--- config.mk ---
export PLATFORM = sky130hd
export DESIGN_NAME = mdarc_top
export DESIGN_NICKNAME = d
export VERILOG_FILES = /design/src/logic/mdarc_pkg.sv /design/src/logic/mdarc_sync.sv /design/src/logic/mdarc_top.sv
export VERILOG_INCLUDE_DIRS = /design/src /design/src/logic
export SDC_FILE = /design/constraint.sdc
export NUM_CORES = 1
export LEC_CHECK = 0
export ABC_CLOCK_PERIOD_IN_PS = 3100
export BUFFER_PORTS_ARGS = -buffer_cell sky130_fd_sc_hd__buf_4
export CAP_MARGIN = 40
export CORE_ASPECT_RATIO = 1.5
export CORE_MARGIN = 2
export CORE_UTILIZATION = 45
export DETAILED_ROUTE_END_ITERATION = 16
export GPL_TIMING_DRIVEN = 0
export PLACE_DENSITY_LB_ADDON = 0.3
export SLEW_MARGIN = 20
export SYNTH_ARGS = -nofsm -noshare
export SYNTH_HDL_FRONTEND = slang
export SYNTH_HIERARCHICAL = 1
export SYNTH_SLANG_ARGS = --single-unit
--- constraint.sdc ---
create_clock -name pclk -period 3.1 [get_ports pclk]
set_clock_uncertainty 0.05 [all_clocks]
set_input_delay 0.465 -clock pclk [delete_from_list [all_inputs] [get_ports pclk]]
set_output_delay 0.465 -clock pclk [all_outputs]
set_load 0.01 [all_outputs]
--- src/logic/mdarc_regs.svh ---
/*
  Offsets, field positions, reset values and timing counts of the
  multimode DRAM access and refresh controller.
  Assumes a 125 MHz pclk and a 12-bit APB byte address.
*/
`ifndef MDARC_REGS_SVH
`define MDARC_REGS_SVH

// ****************************************************************
// Register map
// ****************************************************************
`define MDARC_ADDR_W          12
`define MDARC_OFF_CTRL        12'h000
`define MDARC_OFF_STATUS      12'h004
`define MDARC_OFF_REFCNT      12'h008

// ****************************************************************
// Control fields and reset values
// ****************************************************************
`define MDARC_CTRL_EOC_LSB    0
`define MDARC_CTRL_EOC_MSB    1
`define MDARC_CTRL_CLR_BIT    2
`define MDARC_CTRL_AUTO_BIT   3
`define MDARC_EOC_SEL_RST     2'h0
`define MDARC_EOC_127         9'h07F
`define MDARC_EOC_255         9'h0FF
`define MDARC_EOC_511         9'h1FF

// ****************************************************************
// Timing
// ****************************************************************
`define MDARC_CLK_NS          8
`define MDARC_ROW_ADDR_HOLD_TIME_SLOW_NS    30
`define MDARC_ROW_ADDR_HOLD_TIME_FAST_NS    20
`define MDARC_ROW_ADDR_HOLD_TIME_SLOW_CYC   ((`MDARC_ROW_ADDR_HOLD_TIME_SLOW_NS + `MDARC_CLK_NS - 1) / `MDARC_CLK_NS)
`define MDARC_ROW_ADDR_HOLD_TIME_FAST_CYC   ((`MDARC_ROW_ADDR_HOLD_TIME_FAST_NS + `MDARC_CLK_NS - 1) / `MDARC_CLK_NS)

`endif

--- src/logic/mdarc_pkg.sv ---
/*
  Types of the multimode DRAM access and refresh controller: modes,
  sequencer states, pin groups and the core state record.
  Assumes nothing beyond the constants header.
*/
package mdarc_pkg;

  // ****************************************************************
  // Modes and states
  // ****************************************************************
  typedef enum logic [2:0] {
    MODE_EXT_REFRESH    = 3'b000,
    MODE_FORCED_REFRESH = 3'b001,
    MODE_BURST_REFRESH  = 3'b010,
    MODE_ALL_RAS        = 3'b011,
    MODE_EXT_ACCESS     = 3'b100,
    MODE_AUTO_SLOW      = 3'b101,
    MODE_AUTO_FAST      = 3'b110,
    MODE_SET_EOC        = 3'b111
  } mdarc_mode_t;

  typedef enum logic [2:0] {
    ST_IDLE    = 3'b000,
    ST_RF_LOW  = 3'b001,
    ST_RF_HIGH = 3'b010,
    ST_ROW     = 3'b011,
    ST_COL     = 3'b100,
    ST_CAS     = 3'b101
  } mdarc_state_t;

  // ****************************************************************
  // Pin groups
  // ****************************************************************
  typedef struct packed {
    logic [8:0] row_addr;
    logic [8:0] col_addr;
    logic       bank_sel_hi;
    logic       bank_sel_lo;
    logic       mode_sel_hi;
    logic       mode_sel_mid;
    logic       mode_sel_lo;
    logic       addr_latch_strobe;
    logic       row_strobe_in;
    logic       col_strobe_in;
    logic       row_col_sel;
    logic       write_enable_in;
    logic       chip_sel_n;
    logic       refresh_flag_in;
  } mdarc_pins_in_t;

  typedef struct packed {
    logic [8:0] mux_addr_out;
    logic       mux_addr_oe;
    logic [3:0] ras_n;
    logic       cas_n;
    logic       we_n;
    logic       ctrl_oe;
    logic       refresh_flag_out;
    logic       refresh_flag_oe;
  } mdarc_pins_out_t;

  // ****************************************************************
  // Core state
  // ****************************************************************
  typedef struct packed {
    mdarc_state_t    st;
    logic [2:0]      tmr;
    logic [8:0]      row_lat;
    logic [8:0]      col_lat;
    logic [1:0]      bank_lat;
    logic [8:0]      cnt;
    logic [1:0]      eoc_sel;
    logic            auto_init;
    logic            req;
    logic            hidden_done;
    logic            burst_done;
    logic [2:0]      oe_hist;
    mdarc_pins_in_t  prev;
    mdarc_pins_out_t out;
    logic            pready;
    logic            pslverr;
    logic [31:0]     prdata;
    logic [15:0]     ref_cycles;
  } mdarc_core_t;

endpackage

--- src/logic/mdarc_sync.sv ---
/*
  Two-flop synchroniser for a vector of pin levels.
  Assumes each bit is a level; wide buses must be stable when sampled.
*/
`timescale 1ns/1ns
module mdarc_sync #(
  parameter int W = 1
) (
  // Clock and reset
  input  wire logic         pclk,
  input  wire logic         presetn,
  // Levels
  input  wire logic [W-1:0] din,
  output logic      [W-1:0] dout
);

  typedef struct packed {
    logic [W-1:0] s1;
    logic [W-1:0] s2;
  } mdarc_sync_t;

  mdarc_sync_t r;
  mdarc_sync_t next_r;

  // First stage feeds only the second stage
  always_comb
  begin
    next_r.s1 = din;
    next_r.s2 = r.s1;
  end

  // Inactive pins sit high, so reset to ones
  always_ff @(posedge pclk or negedge presetn)
  begin
    if (!presetn)
      r <= '1;
    else
      r <= next_r;
  end

  assign dout = r.s2;

endmodule

--- src/logic/mdarc_top.sv ---
/*
  Control logic of a multimode DRAM controller: address latches,
  refresh counter, mode decode, automatic access and refresh
  sequencing, APB status and control.
  Assumes asynchronous pins, synchronised here, and APB on pclk.
*/
`timescale 1ns/1ns
`include "mdarc_regs.svh"

// Function
// RL1: Row latch, column latch, 9-bit refresh counter
// RL2: Three mode pins select eight modes
// RL3: Access modes: bank pins pick one RAS
// RL4: Access drives row or column latch out
// RL5: Refresh: counter out, all RAS, no CAS
// RL6: Auto CAS only after column address valid
// RL7: Auto access: RAS, row-to-column, then CAS
// RL8: Auto access row hold 30 or 20 ns
// RL9: Write strobe follows write enable always; code holds it high while deselected and not refreshing
// RL10: End of count 127/255/511 pulls flag low
// RL11: Flag pin pulled low clears counter
// RL12: Latches transparent while strobe high
// RL13: Deselected: address floats, controls weak high; code keeps driving them while a refresh is running
// RL14: Reset: counter zero, controls high, eoc 127
// RL15: Mode 0 external refresh, 4 external access
// RL16: Mode 5 hidden refresh, else request forced
// RL17: Mode 1 refreshes only after acknowledge
// RL18: Mode 2 bursts refreshes until end count
// RL19: All-RAS init, external or clocked
// RL20: Mode 7 loads end count from bank pins
// RL21: Mode code table 000 through 111
// RL22: Row strobe: one bank or all banks
// RL23: External CAS from select and column strobe
// RL24: Forced refresh mode flag is request
// RL25: Counter steps per refresh, wraps at end
module mdarc_top
  import mdarc_pkg::*;
(
  // Clock and reset
  input  wire logic                     pclk,
  input  wire logic                     presetn,
  // APB slave
  input  wire logic                     psel,
  input  wire logic                     penable,
  input  wire logic                     pwrite,
  input  wire logic [`MDARC_ADDR_W-1:0] paddr,
  input  wire logic [31:0]              pwdata,
  input  wire logic [3:0]               pstrb,
  output logic      [31:0]              prdata,
  output logic                          pready,
  output logic                          pslverr,
  // DRAM side and system pins
  input  wire mdarc_pins_in_t           dram_in,
  output mdarc_pins_out_t               dram_out
);

  localparam logic [2:0] HOLD_SLOW = 3'(`MDARC_ROW_ADDR_HOLD_TIME_SLOW_CYC);
  localparam logic [2:0] HOLD_FAST = 3'(`MDARC_ROW_ADDR_HOLD_TIME_FAST_CYC);
  // Reset ones decode as all-bank mode, not an end-count load, see RL14
  localparam mdarc_pins_in_t SYNC_INV = '{mode_sel_hi: 1'b1, default: '0};

  localparam mdarc_core_t CORE_RST = '{
    st: ST_IDLE, tmr: 3'h0, row_lat: 9'h000, col_lat: 9'h000, bank_lat: 2'h0,
    cnt: 9'h000, eoc_sel: `MDARC_EOC_SEL_RST, auto_init: 1'b0, req: 1'b0,
    hidden_done: 1'b0, burst_done: 1'b0, oe_hist: 3'h0, prev: '1,
    out: '{mux_addr_out: 9'h000, mux_addr_oe: 1'b0, ras_n: 4'hF, cas_n: 1'b1,
           we_n: 1'b1, ctrl_oe: 1'b0, refresh_flag_out: 1'b0, refresh_flag_oe: 1'b0},
    pready: 1'b0, pslverr: 1'b0, prdata: 32'h0000_0000, ref_cycles: 16'h0000};

  // ****************************************************************
  // Decode helpers
  // ****************************************************************
  function automatic logic [8:0] eoc_value(input logic [1:0] sel);
    case (sel)
      2'h0:    eoc_value = `MDARC_EOC_127;
      2'h1:    eoc_value = `MDARC_EOC_255;
      default: eoc_value = `MDARC_EOC_511;
    endcase
  endfunction

  function automatic logic [3:0] bank_ras_n(input logic [1:0] bank);
    bank_ras_n = ~(4'h1 << bank);
  endfunction

  // ****************************************************************
  // Pin synchronisation
  // ****************************************************************
  mdarc_pins_in_t d;
  mdarc_pins_in_t d_sync;
  mdarc_core_t    r;
  mdarc_core_t    next_r;

  mdarc_sync #(.W($bits(mdarc_pins_in_t))) u_sync (
    .pclk    (pclk),
    .presetn (presetn),
    .din     (dram_in ^ SYNC_INV),
    .dout    (d_sync)
  );

  assign d = d_sync ^ SYNC_INV;

  mdarc_mode_t mode;
  mdarc_mode_t mode_prev;
  logic [8:0]  eoc;
  logic        at_eoc;
  logic        row_strobe_in_rise;
  logic        row_strobe_in_fall;
  logic        gclk_rise;
  logic        period_rise;
  logic        ext_rst;
  logic        apb_setup;
  logic        apb_done;
  logic        hit;
  logic [31:0] rd;

  // Mode pins decode straight into the mode code, see RL2 and RL21
  assign mode        = mdarc_mode_t'({d.mode_sel_hi, d.mode_sel_mid, d.mode_sel_lo});
  assign mode_prev   = mdarc_mode_t'({r.prev.mode_sel_hi, r.prev.mode_sel_mid,
                                      r.prev.mode_sel_lo});
  assign eoc         = eoc_value(r.eoc_sel);
  assign at_eoc      = (r.cnt == eoc);
  assign row_strobe_in_rise  = d.row_strobe_in & ~r.prev.row_strobe_in;
  assign row_strobe_in_fall  = ~d.row_strobe_in & r.prev.row_strobe_in;
  assign gclk_rise   = d.col_strobe_in & ~r.prev.col_strobe_in;
  assign period_rise = d.row_col_sel & ~r.prev.row_col_sel;
  // Own drive takes three cycles to leave the synchroniser, see RL11
  assign ext_rst     = ~d.refresh_flag_in & ~r.out.refresh_flag_oe & ~(|r.oe_hist);
  assign apb_setup   = psel & penable & ~r.pready;
  assign apb_done    = psel & penable & r.pready;

  // ****************************************************************
  // APB read decode
  // ****************************************************************
  always_comb
  begin
    hit = 1'b1;
    case (paddr)
      `MDARC_OFF_CTRL:   rd = {28'h0000000, r.auto_init, 1'b0, r.eoc_sel};
      `MDARC_OFF_STATUS: rd = {14'h0000, r.st, mode, r.hidden_done, r.req, at_eoc, r.cnt};
      `MDARC_OFF_REFCNT: rd = {16'h0000, r.ref_cycles};
      default:
      begin
        hit = 1'b0;
        rd  = 32'h0000_0000;
      end
    endcase
  end

  // ****************************************************************
  // Core next state
  // ****************************************************************
  logic       inc;
  logic       refr;
  logic       flag_low;
  logic       req_set;
  logic       req_clr;
  logic       sw_clr;
  logic       hid_set;
  logic       auto_on;
  logic       auto_trig;
  logic       auto_fin;
  logic       auto_abort;
  logic       cs_act;
  logic [2:0] auto_hold;
  logic [3:0] auto_mask;
  logic [3:0] ras;
  logic       cas;
  logic [8:0] addr;

  always_comb
  begin
    next_r     = r;
    inc        = 1'b0;
    refr       = 1'b0;
    flag_low   = 1'b0;
    req_set    = 1'b0;
    req_clr    = 1'b0;
    sw_clr     = 1'b0;
    hid_set    = 1'b0;
    auto_on    = 1'b0;
    auto_trig  = 1'b0;
    auto_fin   = 1'b0;
    auto_abort = 1'b0;
    auto_hold  = HOLD_FAST;
    auto_mask  = 4'h0;
    ras        = 4'hF;
    cas        = 1'b1;
    // Access address follows the select pin, see RL4
    addr       = d.row_col_sel ? r.row_lat : r.col_lat;
    next_r.prev = d;
    // Latches follow the inputs while the strobe is high, see RL1 and RL12
    if (d.addr_latch_strobe)
    begin
      next_r.row_lat  = d.row_addr;
      next_r.col_lat  = d.col_addr;
      next_r.bank_lat = {d.bank_sel_hi, d.bank_sel_lo};
    end
    case (mode)
      MODE_EXT_REFRESH:
      begin
        // Refresh drives the counter to all banks, see RL5, RL15 and RL22
        addr     = r.cnt;
        ras      = {4{d.row_strobe_in}};
        refr     = ~d.row_strobe_in;
        inc      = row_strobe_in_rise;
        flag_low = at_eoc;
      end
      MODE_FORCED_REFRESH, MODE_BURST_REFRESH:
      begin
        addr = r.cnt;
        refr = (r.st != ST_IDLE);
        case (r.st)
          ST_IDLE:
          begin
            // Forced refresh waits for the acknowledged request, see RL17
            if (gclk_rise && (mode == MODE_FORCED_REFRESH ? r.req : ~r.burst_done))
              next_r.st = ST_RF_LOW;
          end
          ST_RF_LOW:
          begin
            ras = 4'h0;
            if (gclk_rise)
            begin
              next_r.st = ST_RF_HIGH;
              inc       = 1'b1;
            end
          end
          ST_RF_HIGH:
          begin
            if (gclk_rise)
              next_r.st = ST_IDLE;
          end
          default: next_r.st = ST_IDLE;
        endcase
        if (mode == MODE_BURST_REFRESH)
        begin
          // Burst stops once the end count has been refreshed, see RL18
          flag_low = at_eoc;
          if (inc && at_eoc)
            next_r.burst_done = 1'b1;
        end
        else
        begin
          // Flag pin carries the request here, see RL24
          flag_low = r.req;
          req_clr  = inc;
        end
      end
      MODE_ALL_RAS:
      begin
        // Initialisation runs on every bank, see RL19
        if (r.auto_init)
        begin
          auto_on   = 1'b1;
          auto_trig = gclk_rise;
          auto_fin  = gclk_rise;
          flag_low  = at_eoc;
        end
        else
        begin
          ras = {4{d.row_strobe_in}};
          cas = d.row_col_sel | d.col_strobe_in;
        end
      end
      MODE_EXT_ACCESS:
      begin
        // One bank, CAS gated by the select and the strobe, see RL3 and RL23
        ras = d.row_strobe_in ? 4'hF : bank_ras_n(r.bank_lat);
        cas = d.row_col_sel | d.col_strobe_in;
      end
      MODE_AUTO_SLOW, MODE_AUTO_FAST:
      begin
        if (mode == MODE_AUTO_SLOW && d.chip_sel_n)
        begin
          // Refresh hidden behind a deselected access, see RL16
          addr    = r.cnt;
          ras     = {4{d.row_strobe_in}};
          refr    = ~d.row_strobe_in;
          inc     = row_strobe_in_rise;
          hid_set = row_strobe_in_rise;
        end
        else
        begin
          auto_on    = 1'b1;
          auto_mask  = ~bank_ras_n(r.bank_lat);
          auto_hold  = (mode == MODE_AUTO_SLOW) ? HOLD_SLOW : HOLD_FAST;
          auto_trig  = row_strobe_in_fall;
          auto_abort = d.row_strobe_in;
          // A low column strobe stretches CAS in the fast mode
          auto_fin   = d.row_strobe_in & (d.col_strobe_in | (mode == MODE_AUTO_SLOW));
        end
        if (mode == MODE_AUTO_SLOW)
        begin
          flag_low = r.req;
          if (period_rise)
            req_set = ~r.hidden_done;
        end
      end
      MODE_SET_EOC:
      begin
        // End count taken from the bank pins, see RL20
        next_r.eoc_sel = {d.bank_sel_hi, d.bank_sel_lo};
      end
      default: ;
    endcase
    // Automatic sequence: RAS, row hold, column, then CAS, see RL7 and RL8
    if (auto_on)
    begin
      if (auto_mask == 4'h0)
        auto_mask = 4'hF;
      case (r.st)
        ST_IDLE:
        begin
          addr = r.row_lat;
          if (auto_trig)
          begin
            next_r.st  = ST_ROW;
            next_r.tmr = auto_hold - 3'h1;
          end
        end
        ST_ROW:
        begin
          ras  = ~auto_mask;
          addr = r.row_lat;
          if (auto_abort)
            next_r.st = ST_IDLE;
          else if (r.tmr == 3'h0)
            next_r.st = ST_COL;
          else
            next_r.tmr = r.tmr - 3'h1;
        end
        ST_COL:
        begin
          ras       = ~auto_mask;
          addr      = r.col_lat;
          next_r.st = auto_abort ? ST_IDLE : ST_CAS;
        end
        ST_CAS:
        begin
          // Column address was already out a cycle earlier, see RL6
          ras  = d.row_strobe_in && mode != MODE_ALL_RAS ? 4'hF : ~auto_mask;
          addr = r.col_lat;
          cas  = 1'b0;
          if (auto_fin)
          begin
            next_r.st = ST_IDLE;
            inc       = (mode == MODE_ALL_RAS);
          end
        end
        default: next_r.st = ST_IDLE;
      endcase
    end
    if (mode != mode_prev)
      next_r.st = ST_IDLE;
    if (mode != MODE_BURST_REFRESH)
      next_r.burst_done = 1'b0;
    // A period edge restarts the hidden refresh watch, a refresh wins
    if (mode == MODE_AUTO_SLOW && period_rise)
      next_r.hidden_done = hid_set;
    else if (hid_set)
      next_r.hidden_done = 1'b1;
    next_r.req = req_set | (r.req & ~req_clr);
    // APB: answer one cycle into the access phase, act on the ready edge
    next_r.pready  = apb_setup;
    next_r.pslverr = apb_setup & ~hit;
    if (apb_setup && !pwrite)
      next_r.prdata = rd;
    if (apb_done && pwrite && paddr == `MDARC_OFF_CTRL && pstrb[0] && mode != MODE_SET_EOC)
    begin
      next_r.eoc_sel   = pwdata[`MDARC_CTRL_EOC_MSB:`MDARC_CTRL_EOC_LSB];
      next_r.auto_init = pwdata[`MDARC_CTRL_AUTO_BIT];
      sw_clr           = pwdata[`MDARC_CTRL_CLR_BIT];
    end
    // Counter clears on the pin or software, else steps and wraps, see RL11 and RL25
    if (ext_rst || sw_clr)
      next_r.cnt = 9'h000;
    else if (inc)
      next_r.cnt = at_eoc ? 9'h000 : r.cnt + 9'h001;
    if (inc)
      next_r.ref_cycles = r.ref_cycles + 16'h0001;
    // Deselect floats the address, controls held weakly high, unless a refresh is running, see RL13
    cs_act = ~d.chip_sel_n | refr;
    next_r.out.mux_addr_out     = addr;
    next_r.out.mux_addr_oe      = cs_act;
    next_r.out.ctrl_oe          = cs_act;
    next_r.out.ras_n            = cs_act ? ras : 4'hF;
    next_r.out.cas_n            = cs_act ? cas : 1'b1;
    // Write strobe copies the input while selected or refreshing, held high otherwise, see RL9
    next_r.out.we_n             = cs_act ? d.write_enable_in : 1'b1;
    // End count or request pulls the open-drain flag low, see RL10
    next_r.out.refresh_flag_out = 1'b0;
    next_r.out.refresh_flag_oe  = flag_low;
    next_r.oe_hist              = {r.oe_hist[1:0], r.out.refresh_flag_oe};
  end

  // Reset state holds controls high and end count 127, see RL14
  always_ff @(posedge pclk or negedge presetn)
  begin
    if (!presetn)
      r <= CORE_RST;
    else
      r <= next_r;
  end

  assign prdata   = r.prdata;
  assign pready   = r.pready;
  assign pslverr  = r.pslverr;
  assign dram_out = r.out;

  // ****************************************************************
  // Checks
  // ****************************************************************
  logic in_row;
  assign in_row = (r.st == ST_ROW);
endmodule

# Yosys cells after proc, flatten, opt, wreduce, memory -nomap -nowiden
# Index checks and enable logic that the tools add are counted.
[word_totals] regBits=177 latchBits=0 ram_bits=0 mem_bits_ro=0 inputBits=83 out_inout_bits=53 elab_cells=217 mem_count=0
[classes] n_addsub=4 mul=0 div=0 order_cmp=0 n_eq_ne=23 shifts=1 n_mux=89 n_bitwise=34 n_reduce_logical=36
[op_table] operator="9-bit two-way mux" count=6
[op_table] operator="18-bit one-hot mux with 3 select lines" count=1
[op_table] operator="9-bit one-hot mux with 2 select lines" count=3
[op_table] operator="3-bit two-way mux" count=15
[op_table] operator="4-bit two-way mux" count=11
[op_table] operator="1-bit two-way mux" count=38
[op_table] operator="4-bit one-hot mux with 5 select lines" count=1
[op_table] operator="3-bit == test (second input constant)" count=6
[op_table] operator="16-bit by 1-bit adder with 16-bit output (second input constant)" count=1
[op_table] operator="1-bit NOT" count=15
[op_table] operator="2-bit nonzero test" count=7
[op_table] operator="1-bit bitwise AND" count=12
[op_table] operator="12-bit by 3-bit == test with 1-bit output (second input constant)" count=1
[op_table] operator="12-bit by 4-bit == test with 1-bit output (second input constant)" count=1
[op_table] operator="3-bit by 2-bit == test with 1-bit output (second input constant)" count=4
[op_table] operator="12-bit zero test" count=1
[op_table] operator="6-bit two-way mux" count=2
[op_table] operator="4-bit NOT" count=3
[op_table] operator="3-bit one-hot mux with 4 select lines" count=1
[op_table] operator="1-bit logical AND" count=10
[op_table] operator="2-bit OR reduction" count=5
[op_table] operator="9-bit by 1-bit adder with 9-bit output (second input constant)" count=1
[op_table] operator="9-bit == test" count=1
[op_table] operator="3-bit zero test" count=3
[op_table] operator="24 further kinds" count=38

# Logic depth before layout (Yosys ltp)
# Gate-level depths: netlist of run 1.
[logic_depth] depth_word=13 ltp_mapped=9 ltp_nobuf=7

# By module
# Netlist of run 1, hierarchy kept.
[modules_own_cells] mod="mdarc_top" instances=1 cells_per_inst=563 area_each_um2=5665.4 seq_area_each_um2=2592.5
[modules_own_cells] mod="mdarc_sync" instances=1 cells_per_inst=60 area_each_um2=1576.5 seq_area_each_um2=1576.5

# Worst setup path before layout of run 1
# No wires, ideal clock.
[synth_timing] kind="reg-to-reg" start="reg u_sync.r, in the netlist u_sync/dout[7]" end="reg r, in the netlist dram_out[10]" setup_time_ps=126 t_arrival_ps=2065 required_time_ps=2924 setup_slack_ps=859 path_stages_with_launch=7 path_buffers=1 synth_period_minus_slack_ps=2241 cell_sequence="dfstp_2 buf_2 or4b_2 nand3_1 a22o_1 a21oi_1 a221o_1"
[synth_between] elab_chain_cells=6 word_cells_on_any_way=15 classes_between="eq/ne: 5; mux: 6; reduce/logical: 4"
[synth_rtl] item="from (decl)" line="mdarc_sync.sv:22" rtl="mdarc_sync_t r;"
[synth_rtl] item="from (signal assigned)" line="mdarc_sync.sv:38" rtl="r <= next_r;"
[synth_rtl] item="3-bit == test" line="mdarc_top.sv:198, mdarc_top.sv:273"
[synth_rtl] item="1-bit logical AND" line="mdarc_top.sv:273" rtl="if (mode == MODE_AUTO_SLOW && d.chip_sel_n)"
[synth_rtl] item="9-bit two-way mux" line="mdarc_top.sv:273"
[synth_rtl] item="9-bit one-hot mux with 2 select lines" line="mdarc_top.sv:198" rtl="case (mode)"
[synth_rtl] item="9-bit one-hot mux with 2 select lines" line="mdarc_top.sv:311" rtl="case (r.st)"
[synth_rtl] item="9-bit two-way mux *" line="mdarc_top.sv:307" rtl="if (auto_on)"
[synth_rtl] item="via addr[0]" line="mdarc_top.sv:168" rtl="logic [8:0] addr;"
[synth_rtl] item="to (signal assigned)" line="mdarc_top.sv:402" rtl="r <= next_r;"
[synth_rtl] item="to (decl)" line="mdarc_top.sv:90" rtl="mdarc_core_t r;"
# Mark *: on every way through the listed nets, which the timed path passes. The rest lies on a longest branch.
# A chain may end at the register's enable or synchronous reset.

# Worst setup path in the final report of run 1
[layout_timing] start="reg u_sync.r, in the netlist u_sync/dout[8]" end="reg r[15] (netlist name)"
[layout_between] elab_chain_cells=8 word_cells_on_any_way=20 classes_between="eq/ne: 5; mux: 9; bitwise: 2; reduce/logical: 4"
[layout_rtl] item="3-bit == test" line="mdarc_top.sv:198, mdarc_top.sv:273, mdarc_top.sv:290"
[layout_rtl] item="1-bit OR" line="mdarc_top.sv:290" rtl="auto_fin = d.row_strobe_in & (d.col_strobe_in | (mode == MODE_AUTO_SLOW));"
[layout_rtl] item="1-bit bitwise AND" line="mdarc_top.sv:290"
[layout_rtl] item="1-bit two-way mux" line="mdarc_top.sv:273"
[layout_rtl] item="1-bit one-hot mux with 2 select lines" line="mdarc_top.sv:198"
[layout_rtl] item="1-bit two-way mux" line="mdarc_top.sv:344" rtl="if (auto_fin)"
[layout_rtl] item="1-bit two-way mux" line="mdarc_top.sv:311"
[layout_rtl] item="1-bit two-way mux *" line="mdarc_top.sv:307"
# Mark *: on every way between the ends. The rest lies on a longest branch, timed or not.

==> metrics list, run 1 <==
- For this configuration, the core starts out at a cell density of 0.461.
* Global routing usage summed across all routing layers: 0.198
- At the worst endpoint, the arrival time is between 2 and 3 ns.
* Antenna Cells: 0
- In this run, synthesis produced a sequential element count of 163.
* Dominant cell type by area after synthesis: dfrtp_1
- Hold path depth: 2
- At the worst endpoint, the required time is 3.33 ns.
- Most frequent standard cell in the layout excluding fill and tap cells: buf_4
- Final GP Congestion: just under 0.9
- Of the synthesized area, sequential elements account for 0.576.
- DRC violation count after routing: 0
- After routing the design area is 8870 um2.
- The region available for standard cell placement spans 15,700 um2.
- Among all flip-flop cells after synthesis, the most frequent one is dfrtp_1.
- Worst hold path endpoint: u_sync/next_r[9]$_DFF_PN1_
* Total power density per cell area: approximately 560 nW/um2
* Count of final hold-check violations: 0
- IR analysis of the VDD net gives a maximum drop of 0.636 mV.
- Ranked by total cell area, the synthesized netlist is headed by dfrtp_1, dfstp_2, buf_4.
- Inserted Clock Buffers: 17
- Based on the critical path, the design can be clocked at up to around 380 MHz.
* DR pass1 iterations: 6
- After floorplanning, the core was divided into 56 placement rows.
* Placed wire-length estimate after detailed placement: 11,800 um
- Once the clock tree was built, the setup fixing pass inserted 0 buffers.
- Unique cell type count in the Yosys netlist: 68
- CP max FO: 10
- Layout fillers: between 1k and 1.5k
- The worst register-to-register path begins at u_sync/dout[8]$_DFF_PN1_.
* Final Setup Violations: 0
- Startpoint types: flop
- The count of cells in the finished layout, fillers not included, comes to 963.
- In this run the number of H-tree levels came out at 4.
* Final nets: 834
* Commonest cells after routing, fill and taps aside: buf_4, dfrtp_1, dfstp_2, nand2_1, o21ai_0
* Setup TNS: 0 ns
- Walking the worst path, the cells encountered are buf_4 > nand4_1 > or4_1 > and3_4 > buf_6 > nor4_1 > xor2_1.
- In this run the most critical hold path is launched from dram_in[9].
- Slew Viols, Final: 0
- The initial antenna violation count came to 0.
- The tool flagged a number of max-cap violations equal to 0.
- Each instance of the synthesized netlist takes up on average 11.6 um2.
- Total power consumption of the routed design: 4960 uW
* Clock latency at the later pin of the worst-skew pair: 0.42 ns
* Area of the mapped netlist: 7240 um2
* Initial detailed-routing violation count: 346
- Clk pin slew, worst setup/hold paths: approximately 0.07 ns
- Entering global routing, the biggest net connects between 100 and 150 pins.
* Area post-placement: 8250 um2
* Proportion of netlist area held by the largest area contributor: 0.314
* Setup repair after global routing missed its margin: false
- Transition at the pin with the smallest max-transition slack: about 0.85 ns
* Boundary Pins: 136
- Measured against its own limit, the worst slew margin works out to 0.431.
- Total of warnings raised by yosys: 6
- In this run the clock root is driven by a clkbuf_16.
* Status: complete, no violations
- PortBufs: 89
- No sink is reached through more buffers than the 2 on the longest clock path.
* Area growth from synthesis to layout: 22.4%
- The routed design has 16,500 um of wire.
* Number of sinks handled by clock tree synthesis: 163
- Via count: 5,213
* Mean routed wirelength per cell: 17.1 um
- From bottom edge to top edge, the die measures between 150 and 200 um.
- The floorplan step defined a die boundary enclosing 17,100 um2.
- CTS tree: done
* Leakage component of the power: 0.00394 uW
* Fin crit share: 0.851
- The setup check on the worst reg-to-reg path leaves a slack of 0.46 ns.
- For the finished layout, the period the worst path requires is 2.64 ns.
* Layout cell share with drive strength beyond 1: 0.388
* Setup CP Type: reg2reg
- Number of cells after detailed placement: 930
* Die X: ~110 um
- The count of nets left with antenna violations once routing finished came out at 0.
- The first global-routing pass estimated approximately 27,000 um of wire.
- Avg Vias per Cell: roughly 5.4
* Critical Path Max Stage Delay: 0.64 ns
* Crit path capture type: flop
- Count of mapped cells out of synthesis: roughly 620
- In this run the critical register-to-register path is captured at r[15]$_DFFE_PN0P_.
- Count of cells along the worst register-to-register path: 7
- Share of flip-flops with an asynchronous set or reset: 1.00
- Via count of the first global-routing pass: 5,248
- Among all stages on the critical path, the largest delay is contributed by or4_1.
- After global routing the overflow that remains totals 0.
- In this run, synthesis inferred 0 flip-flops with an integrated enable.
- The tightest min-delay check is of the in2reg type.
-- area by class of cell --
class,instances,area [um2],area share
clock buffers,17,425,0.0480
repair buffers,91,713,0.0804
clock inverters,15,179,0.0202
flip-flops and latches,163,4170,0.470
plain buffers,80,531,0.0598
well taps,203,254,0.0286
multi-input cells,381,2550,0.287
inverters,13,48.8,0.00550
-- cells in the mapped netlist (3+ instances only) --
cell / instances
nand3b_1: 9
o32ai_1: 6
a211oi_1: 3
a221o_1: 7
nand2b_1: 10
nand2_1: 45
dfstp_2: 72
or4_1: 8
o31ai_1: 3
nand3_1: 17
a211o_1: 3
mux2i_1: 6
clkbuf_1: 18
xor2_1: 16
nor2_1: 19
dfrtp_1: 91
o21ai_0: 36
nor3_1: 5
nor3b_1: 3
o211ai_1: 3
inv_1: 12
buf_2: 4
buf_4: 56
a21oi_1: 34
mux2_2: 27
a22oi_1: 18
ha_1: 4
nand4b_1: 3
nand4_1: 5
or3_1: 6
and2_1: 9
nor4_1: 11
xnor2_1: 6
-- kinds of logic after synthesis --
group                      after synthesis  synth area share
and+or+nand+nor                        172             0.138
DFF                                    163             0.576
AOI/OAI and AO/OA                      135             0.122
buffers and inverters                   93            0.0800
muxes                                   33            0.0503
xor gates and xnor gates                22            0.0266
adders and majority gates                4           0.00691
other                                    1          0.000518
-- per-stage QoR --
stage               utilization  hold WS (ns)  setup slack (ns)
finish                    0.565        0.0924             0.461
global route              0.565        0.0755             0.351
CTS                       0.565        0.0848             0.498
detailed placement        0.526         0.297             0.505
global placement          0.524         0.296             0.532
floorplan                     -         0.119             0.859
-- what timing repair did --
| item | 4_1_cts | 5_1_grt |
|---|---|---|
| endpoints found under the setup margin | 0 | 0 |
| endpoints found under the hold margin | 26 | 0 |
| gates resized for setup | 0 | 0 |
| hold buffers | 1 | 0 |
-- routing by layer --
metal,vias to the layer above,GRT usage,part of all wire,routed length (um)
met5,-,0,0,0
met4,0,0.0862,0.029,476
met3,34,0.0368,0.052,860
met2,192,0.339,0.52,8580
met1,2570,0.240,0.40,6550
li1,2417,-,-,-
-- where the power goes --
part / leakage (uW) / internal, uW / switching, uW / total, uW
clock: 0.000296 / 1100 / 1010 / 2100
combinational: 0.00170 / 234 / 250 / 485
sequential: 0.00194 / 2290 / 83.7 / 2380
-- flip-flops by register name, indices dropped and copies added, names as in the netlist --
name and count:
r 61, u_sync/dout 30, u_sync/next_r 30, prdata 18, dram_out 17, mode_prev 3, next_r 2, pready 1
pslverr 1
-- how the worst max path moves through the flow --
stage                             start                      to  slack [ns]  cells after the start
2_1_floorplan  u_sync/dout[7]$_DFF_PN1_  dram_out[10]$_DFF_PN0_        0.86                      6
3_3_place_gp   u_sync/dout[7]$_DFF_PN1_  dram_out[18]$_DFF_PN0_        0.53                      6
3_5_place_dp   u_sync/dout[8]$_DFF_PN1_       r[15]$_DFFE_PN0P_        0.50                      7
4_1_cts        u_sync/dout[8]$_DFF_PN1_       r[15]$_DFFE_PN0P_        0.50                      7
5_1_grt        u_sync/dout[8]$_DFF_PN1_      r[110]$_DFFE_PN0P_        0.35                      8
6_report       u_sync/dout[8]$_DFF_PN1_       r[15]$_DFFE_PN0P_        0.46                      7
-- worst max-delay path: cells and delay by family (launching register included) --
kind | cells | cell delay [ns]
XOR/XNOR | 1 | 0.13
buffers and inverters | 2 | 0.28
flip-flops | 1 | 0.53
AND/OR/NAND/NOR | 4 | 1.50
No activity file was read; power rests on OpenSTA's default activity.
==> inputs of run 2 (changes only) <==
--- a/config.mk
+++ b/config.mk
@@ -7,7 +7,7 @@
 export NUM_CORES = 1
 export LEC_CHECK = 0
 export ABC_CLOCK_PERIOD_IN_PS = 3100
-export BUFFER_PORTS_ARGS = -buffer_cell sky130_fd_sc_hd__buf_4
+export BUFFER_PORTS_ARGS = -buffer_cell sky130_fd_sc_hd__buf_2
 export CAP_MARGIN = 40
 export CORE_ASPECT_RATIO = 1.5
 export CORE_MARGIN = 2
==> metrics list, run 2 (synthesized netlist as in run 1, its figures left out) <==
* Status: complete, no violations
- Wire length of the first global-routing pass: 26,800 um (+0.96%)
- STA classifies the critical path endpoint as a flop.
- CTS Hold Bufs: 1 (unchanged)
- The via count was 5,098 (-2.2%).
- VDD IR max: 0.426 mV (-33%)
* Startpoint types: flop
* Layout fillers: 1,356 (+2.3%)
- The fraction of power spent switching nets is 0.268 (-0.00193).
- Clock Root Buffer: clkbuf_16
* Clk pin slew, worst setup/hold paths: 0.07 ns (about the same)
* Final Setup Violations: 0 (unchanged)
- Remaining antenna violation count: 0 (unchanged)
- CTS tree: done
- Count of H-tree levels built during CTS: 4 (unchanged)
* Transition at the pin with the smallest max-transition slack: 0.748 ns (-0.103 ns)
- Number of flip-flops under the largest register name: 61 (unchanged)
* Area growth from synthesis to layout: 19.5%
- The final cell count without fillers was 964 (+0.10%).
- # resized after CTS: 0 (unchanged)
* Floorplan Core Area: 15,700 um2 (unchanged)
- The min-delay analysis places its worst path in the category in2reg.
* Fin crit share: 0.842 (-0.00877)
* Internal power consumption: 3590 uW (-0.77%)
- Ranked by flip-flop count, first place goes to r.
- The final total power is 4910 uW (-1.0%).
- PortBufs: 89 (unchanged)
- The hold violation total from the final report was 0 (unchanged).
* Avg Vias per Cell: 5.29 (-2.3%)
* Setup CP Type: reg2reg
- Min setup slack post-route: 0.488 ns (+0.0272 ns)
- The net switching component of the power came to 1320 uW (-1.7%).
- Setup Slack @ Placement: 0.532 ns (+0.0270 ns)
* Final GP Congestion: 0.895 (+0.96%)
* Post-route cell area: 8650 um2 (-2.4%)
* Combinational cell fraction of total power: 0.091 (-0.007)
- The number of buffers created by CTS was 17 (unchanged).
- The violation count after the first detailed-route iteration came to 254 (-27%).
* Most frequent standard cell in the layout excluding fill and tap cells: buf_2
- The number of global-route vias before repair came to 5,294 (+0.88%).
- The detailed-route wire length per cell is 16.6 um (-3.1%).
- The half-perimeter wire length after detailed placement is 11,700 um (-1.1%).
- The buffer depth of the longest clock path is 2 (unchanged).
- CP top delay family: simple AND/OR/NAND/NOR gates
* Slew Viols, Final: 0 (unchanged)
* Final nets: 835 (+0.12%)
- Largest net degree at the start of global routing: 109 (-0.91%)
* Commonest cells after routing, fill and taps aside: buf_2, dfrtp_1, dfstp_2, buf_4, nand2_1
- The static power due to leakage was 0.00388 uW (-1.4%).
- The clock network power share came to 0.425 (about the same).
- The first-pass detailed-route iteration total is 5 (-1).
- Critical path data required time: 3.32 ns (about the same)
- Die Footprint: 17,100 um2 (unchanged)
* Layout cell share with drive strength beyond 1: 0.389 (+0.000804)
* Tmin final: 2.61 ns (-0.0272 ns)
* Global routing usage summed across all routing layers: 0.199 (+0.00121)
* Achievable frequency: 383 MHz (+1.0%)
- For this design, the slowest cell found on the critical path is or4_1.
- Setup TNS: 0 ns (unchanged)
- Total power density per cell area: 568 nW/um2 (+1.4%)
- The worst-skew pair later-pin latency came to 0.42 ns (about the same).
* Chip height: 159 um (unchanged)
* Data arrival time of the critical path: 2.83 ns (-0.04 ns)
- Share of total power in sequential cells: 0.484 (+0.005)
* DRC violation count after routing: 0 (unchanged)
- Initial cell density of the core: 0.461 (unchanged)
- The delay of the slowest cell on the worst path is 0.65 ns (about the same).
* Number of sinks handled by clock tree synthesis: 163 (unchanged)
- Antenna Cells: 0 (unchanged)
* Total number of placement rows: 56 (unchanged)
- Post-CTS Repair Setup Buffers: 0 (unchanged)
- The cell area after placement is 8030 um2 (-2.7%).
- The number of maximum-capacitance constraint violations is 0 (unchanged).
* Die X: 108 um (unchanged)
* CP Cell Sequence: buf_4 > nand4_1 > or4_1 > and3_4 > buf_6 > clkbuf_1 > o21ai_0 > a21oi_1
- Number of buffers and inverters on the critical path: 3 (+1)
- Boundary Pins: 136 (unchanged)
- CP max FO: 10 (unchanged)
- The relative slew slack was 0.498 (+0.0668).
* Setup repair after global routing missed its margin: false
- The number of placed cells counting well taps is 930 (unchanged).
- The total overflow reported by the global router was 0 (unchanged).
- The initial antenna violation count was 0 (unchanged).
* Drt total wl: 16,000 um (-3.0%)
==> run 2: final cells by class <==
type / instances / area, um2 / area share
Multi-Input combinational cell: 381 / 2550 / 0.294
Buffer: 80 / 531 / 0.0613
Tap cell: 203 / 254 / 0.0294
Clock inverter: 15 / 181 / 0.0210
Sequential cell: 163 / 4170 / 0.482
Timing Repair Buffer: 92 / 498 / 0.0575
Clock buffer: 17 / 425 / 0.0492
Inverter: 13 / 48.8 / 0.00564
==> run 2: final timing paths <==
path,slack (ns),from,to,depth (start not counted)
setup / recovery,0.49,u_sync/dout[8]$_DFF_PN1_,r[111]$_DFFE_PN0P_,8
min in group asynchronous,0.49,presetn,r[137]$_DFFE_PN0P_,2
setup reg to reg,0.49,u_sync/dout[8]$_DFF_PN1_,r[111]$_DFFE_PN0P_,8
max in group asynchronous,1.65,presetn,r[106]$_DFFE_PN0P_,3
hold / removal,0.08,dram_in[29],u_sync/next_r[29]$_DFF_PN1_,1
hold reg to reg,0.30,u_sync/next_r[10]$_DFF_PN1_,u_sync/dout[10]$_DFF_PN1_,0
==> run 2: through the flow <==
step                       util  hold slack, ns
after detailed placement  0.512           0.297
after floorplan               -           0.119
final                     0.551          0.0801
after global placement    0.509           0.296
after global routing      0.551          0.0543
after CTS                 0.551          0.0649
==> run 2: power groups by stage <==
| stage | Clock, uW | Sequential [uW] | Combinational (uW) |
|---|---|---|---|
| finish | 2090 | 2380 | 449 |
| CTS | 2130 | 2380 | 455 |
| global placement | 0 | 2400 | 436 |
| detailed placement | 0 | 2410 | 451 |
| floorplan | 0 | 2380 | 287 |
| global route | 2250 | 2390 | 501 |
==> run 2: layer usage <==
metal  up-vias  GRT usage  part of all wire
met5         -          0                 0
met4         0     0.0979             0.035
met3        35     0.0393             0.049
met2       173      0.333              0.52
met1      2469      0.242              0.40
li1       2421          -                 -
==> inputs of run 3 (changes only) <==
--- a/config.mk
+++ b/config.mk
@@ -6,7 +6,7 @@
 export SDC_FILE = /design/constraint.sdc
 export NUM_CORES = 1
 export LEC_CHECK = 0
-export ABC_CLOCK_PERIOD_IN_PS = 3100
+export ABC_CLOCK_PERIOD_IN_PS = 2450
 export BUFFER_PORTS_ARGS = -buffer_cell sky130_fd_sc_hd__buf_2
 export CAP_MARGIN = 40
 export CORE_ASPECT_RATIO = 1.5
==> constraint.sdc (replaced) <==
create_clock -name pclk -period 2.45 [get_ports pclk]
set_clock_uncertainty 0.05 [all_clocks]
set_input_delay 0.3675 -clock pclk [delete_from_list [all_inputs] [get_ports pclk]]
set_output_delay 0.3675 -clock pclk [all_outputs]
set_load 0.01 [all_outputs]
==> metrics list, run 3 (synthesized netlist as in run 1, its figures left out) <==
* Via count of the first global-routing pass: 5,443 (+2.8%)
* Layout cell share with drive strength beyond 1: 0.414 (+0.0254)
* Die X: 108 um (unchanged)
- Placed wire-length estimate after detailed placement: 11,700 um (unchanged)
- Final global-route overflow total: 0 (unchanged)
* Initial cell density of the core: 0.461 (unchanged)
* Internal power consumption: 4590 uW (+28%)
* Class of the tightest hold or removal check: in2reg
- Share of total power in sequential cells: 0.479 (-0.005)
- Worst hold path endpoint: r[105]$_DFFE_PN0P_
- Count of H-tree levels built during CTS: 4 (unchanged)
- Die Footprint: 17,100 um2 (unchanged)
- Clk pin slew, worst setup/hold paths: 0.07 ns (about the same)
- Status: complete, no violations
- The global routing met2 resource utilization is 0.339 (+0.00543).
- The clock network power share is 0.420 (-0.005).
- Avg Vias per Cell: 5.27 (-0.37%)
- The tree is rooted in a clkbuf_16.
- Count of maximum capacitance violations: 0 (unchanged)
- Antenna violations before repair: 0 (unchanged)
- The global-route usage over all layers was 0.201 (+0.00226).
- The fraction of power consumed by combinational cells came to 0.101 (+0.010).
- Largest net degree at the start of global routing: 109 (unchanged)
- DRC violation count after routing: 0 (unchanged)
- The total number of placement rows was 56 (unchanged).
- Number of flip-flops under the largest register name: 61 (unchanged)
* VDD IR max: 0.545 mV (+28%)
- The global-route wire length before repair was 27,200 um (+1.2%).
- Layout fillers: 1,312 (-3.2%)
- The static power due to leakage was 0.00411 uW (+5.9%).
- Switching Share: 0.268 (about the same)
* DR pass1 iterations: 5 (unchanged)
* Final Setup Violations: 0 (unchanged)
- The area occupied by multi-input gates came to 2720 um2 (+7.0%).
- The placer congestion estimate is 0.895 (unchanged).
- GR Util met1: 0.241 (-0.00127)
- Antenna Cells: 0 (unchanged)
- Final std cells w/o fill: 997 (+3.4%)
- The via count was 5,253 (+3.0%).
* Critical path data required time: 2.74 ns (-0.58 ns)
* Startpoint types: flop
* Timing startpoint of the critical path: u_sync/dout[9]$_DFF_PN1_
- Tmin final: 2.43 ns (-0.181 ns)
- Area post-placement: 8030 um2 (unchanged)
* Maximum number of buffers from clock root to sink: 2 (unchanged)
- In the layout the commonest cells are dfrtp_1, buf_2, dfstp_2, buf_4, nand2_1.
* Critical register-to-register path endpoint: r[13]$_DFFE_PN0P_
- The met3 usage came to 0.0397 (+0.000409).
- Transition at the pin with the smallest max-transition slack: 0.812 ns (+0.0638 ns)
- The number of primary I/O pins is 136 (unchanged).
- Setup repair after global routing missed its margin: true
- The smallest setup slack after layout came to 0.0190 ns (-0.469 ns).
* Post-route cell area: 9180 um2 (+6.1%)
- Crit path capture type: flop
* Area growth from synthesis to layout: 26.8%
- Total power density per cell area: 683 nW/um2 (+20%)
- Power dissipated by switching net loads: 1680 uW (+28%)
- The data arrival time of the critical path is 2.72 ns (-0.11 ns).
- Start point of the worst hold path: pwdata[3]
- Setup Slack @ Placement: -0.118 ns (-0.650 ns)
- The count of cells along the worst hold path is 2 (+1).
* Largest register by flop count: r
- Mean routed wirelength per cell: 16.3 um (-1.4%)
- The wire length after detailed routing is 16,300 um (+2.0%).
- The count of cells along the worst register-to-register path came to 7 (-1).
- The worst register-to-register path begins at u_sync/dout[9]$_DFF_PN1_.
* CTS tree: done
* CP max FO: 10 (unchanged)
- The upper clock frequency limit is 411 MHz (+7.4%).
- The hold violation total from the final report is 0 (unchanged).
* Reg2Reg Setup Slack: 0.02 ns (-0.47 ns)
* Fin crit share: 0.992 (+0.150)
- Post-Route Utilization: 0.585 (+0.0337)
- The CTS sink count came to 163 (unchanged).
- The violation count after the first detailed-route iteration is 261 (+2.8%).
- PortBufs: 89 (unchanged)
- Leaving out fill and tap cells, the most frequent cell in the layout is dfrtp_1.
- The relative slew slack was 0.455 (-0.0428).
- Chip height: 159 um (unchanged)
- Floorplan Core Area: 15,700 um2 (unchanged)
- The final layout net count was 868 (+4.0%).
- Sequential cell area: 4170 um2 (unchanged)
- The number of placed cells counting well taps is 930 (unchanged).
- The layer flagged by global routing as most heavily used is met2.
- Clock latency at the later pin of the worst-skew pair: 0.43 ns (about the same)
* Inserted Clock Buffers: 17 (unchanged)
- The post-detailed-route count of antenna-violating nets is 0 (unchanged).
* Setup CP Type: reg2reg
- The number of max-slew violations in the final report came to 0 (unchanged).
==> run 3: cell count changes in the layout (fill, tap and decap cells not counted), moves of 4 or more <==
cell           before  now
a21oi_2             0    4
a21oi_1            34   29
o21ai_0            36   29
o21ai_2             0    4
nor4_2              2    6
dlygate4sd3_1       1   31
nor4_1             11    4
==> run 3: power by group through the flow <==
stage,Combinational (uW),Clock (uW),Sequential (uW)
5_1_grt,703,2840,3030
3_5_place_dp,571,0,3050
2_1_floorplan,363,0,3010
4_1_cts,619,2700,3010
3_3_place_gp,552,0,3040
6_report,635,2630,3010
==> run 3: metal layers <==
metal,up-vias,part of all wire
li1,2499,-
met1,2570,0.40
met2,150,0.53
met3,34,0.036
met4,0,0.035
met5,-,0
==> run 3: timing repair <==
| item | CTS | global route |
|---|---|---|
| endpoints found under the hold margin | 57 | 0 |
| gates cloned | 0 | 0 |
| pin swaps | 0 | 11 |
| setup endpoints to repair | 22 | 35 |
| hold buffers | 31 | 0 |
| gates resized for setup | 15 | 38 |
| setup buffers | 0 | 4 |
==> run 3: how the worst max path moves through the flow <==
stage / endpoint / slack, ns
2_1_floorplan: dram_out[10]$_DFF_PN0_ / 0.21
3_3_place_gp: dram_out[12]$_DFF_PN0_ / -1.24
3_5_place_dp: r[15]$_DFFE_PN0P_ / -0.12
4_1_cts: r[113]$_DFFE_PN0P_ / -0.007
5_1_grt: r[6]$_DFFE_PN0P_ / -0.02
6_report: r[13]$_DFFE_PN0P_ / 0.02
==> run 3: layout make-up <==
cell class,count,share of cell area
timing repair buffer,125,0.0901
clock inverter,15,0.0198
tap,203,0.0277
clock buffer,17,0.0463
sequential,163,0.454
inverter,13,0.00531
buffer,80,0.0602
multi-input combinational,381,0.297
==> run 3: critical path: stages (launching register included) <==
cell and delay, ns:
dfstp_2 0.56, buf_6 0.11, or2b_1 0.25, a2111o_1 0.48, and3_4 0.22, buf_8 0.15
nor4_2 0.32, xor2_1 0.20
==> run 3: per-stage QoR <==
stage / total power (uW) / TNS, ns / hold WS (ns)
detailed placement: 3620 / -1.37 / 0.264
finish: 6280 / 0 / 0.161
floorplan: 3380 / 0 / 0.0219
CTS: 6330 / -0.00763 / 0.138
global placement: 3590 / -139.04 / 0.296
global route: 6570 / -0.110 / 0.140
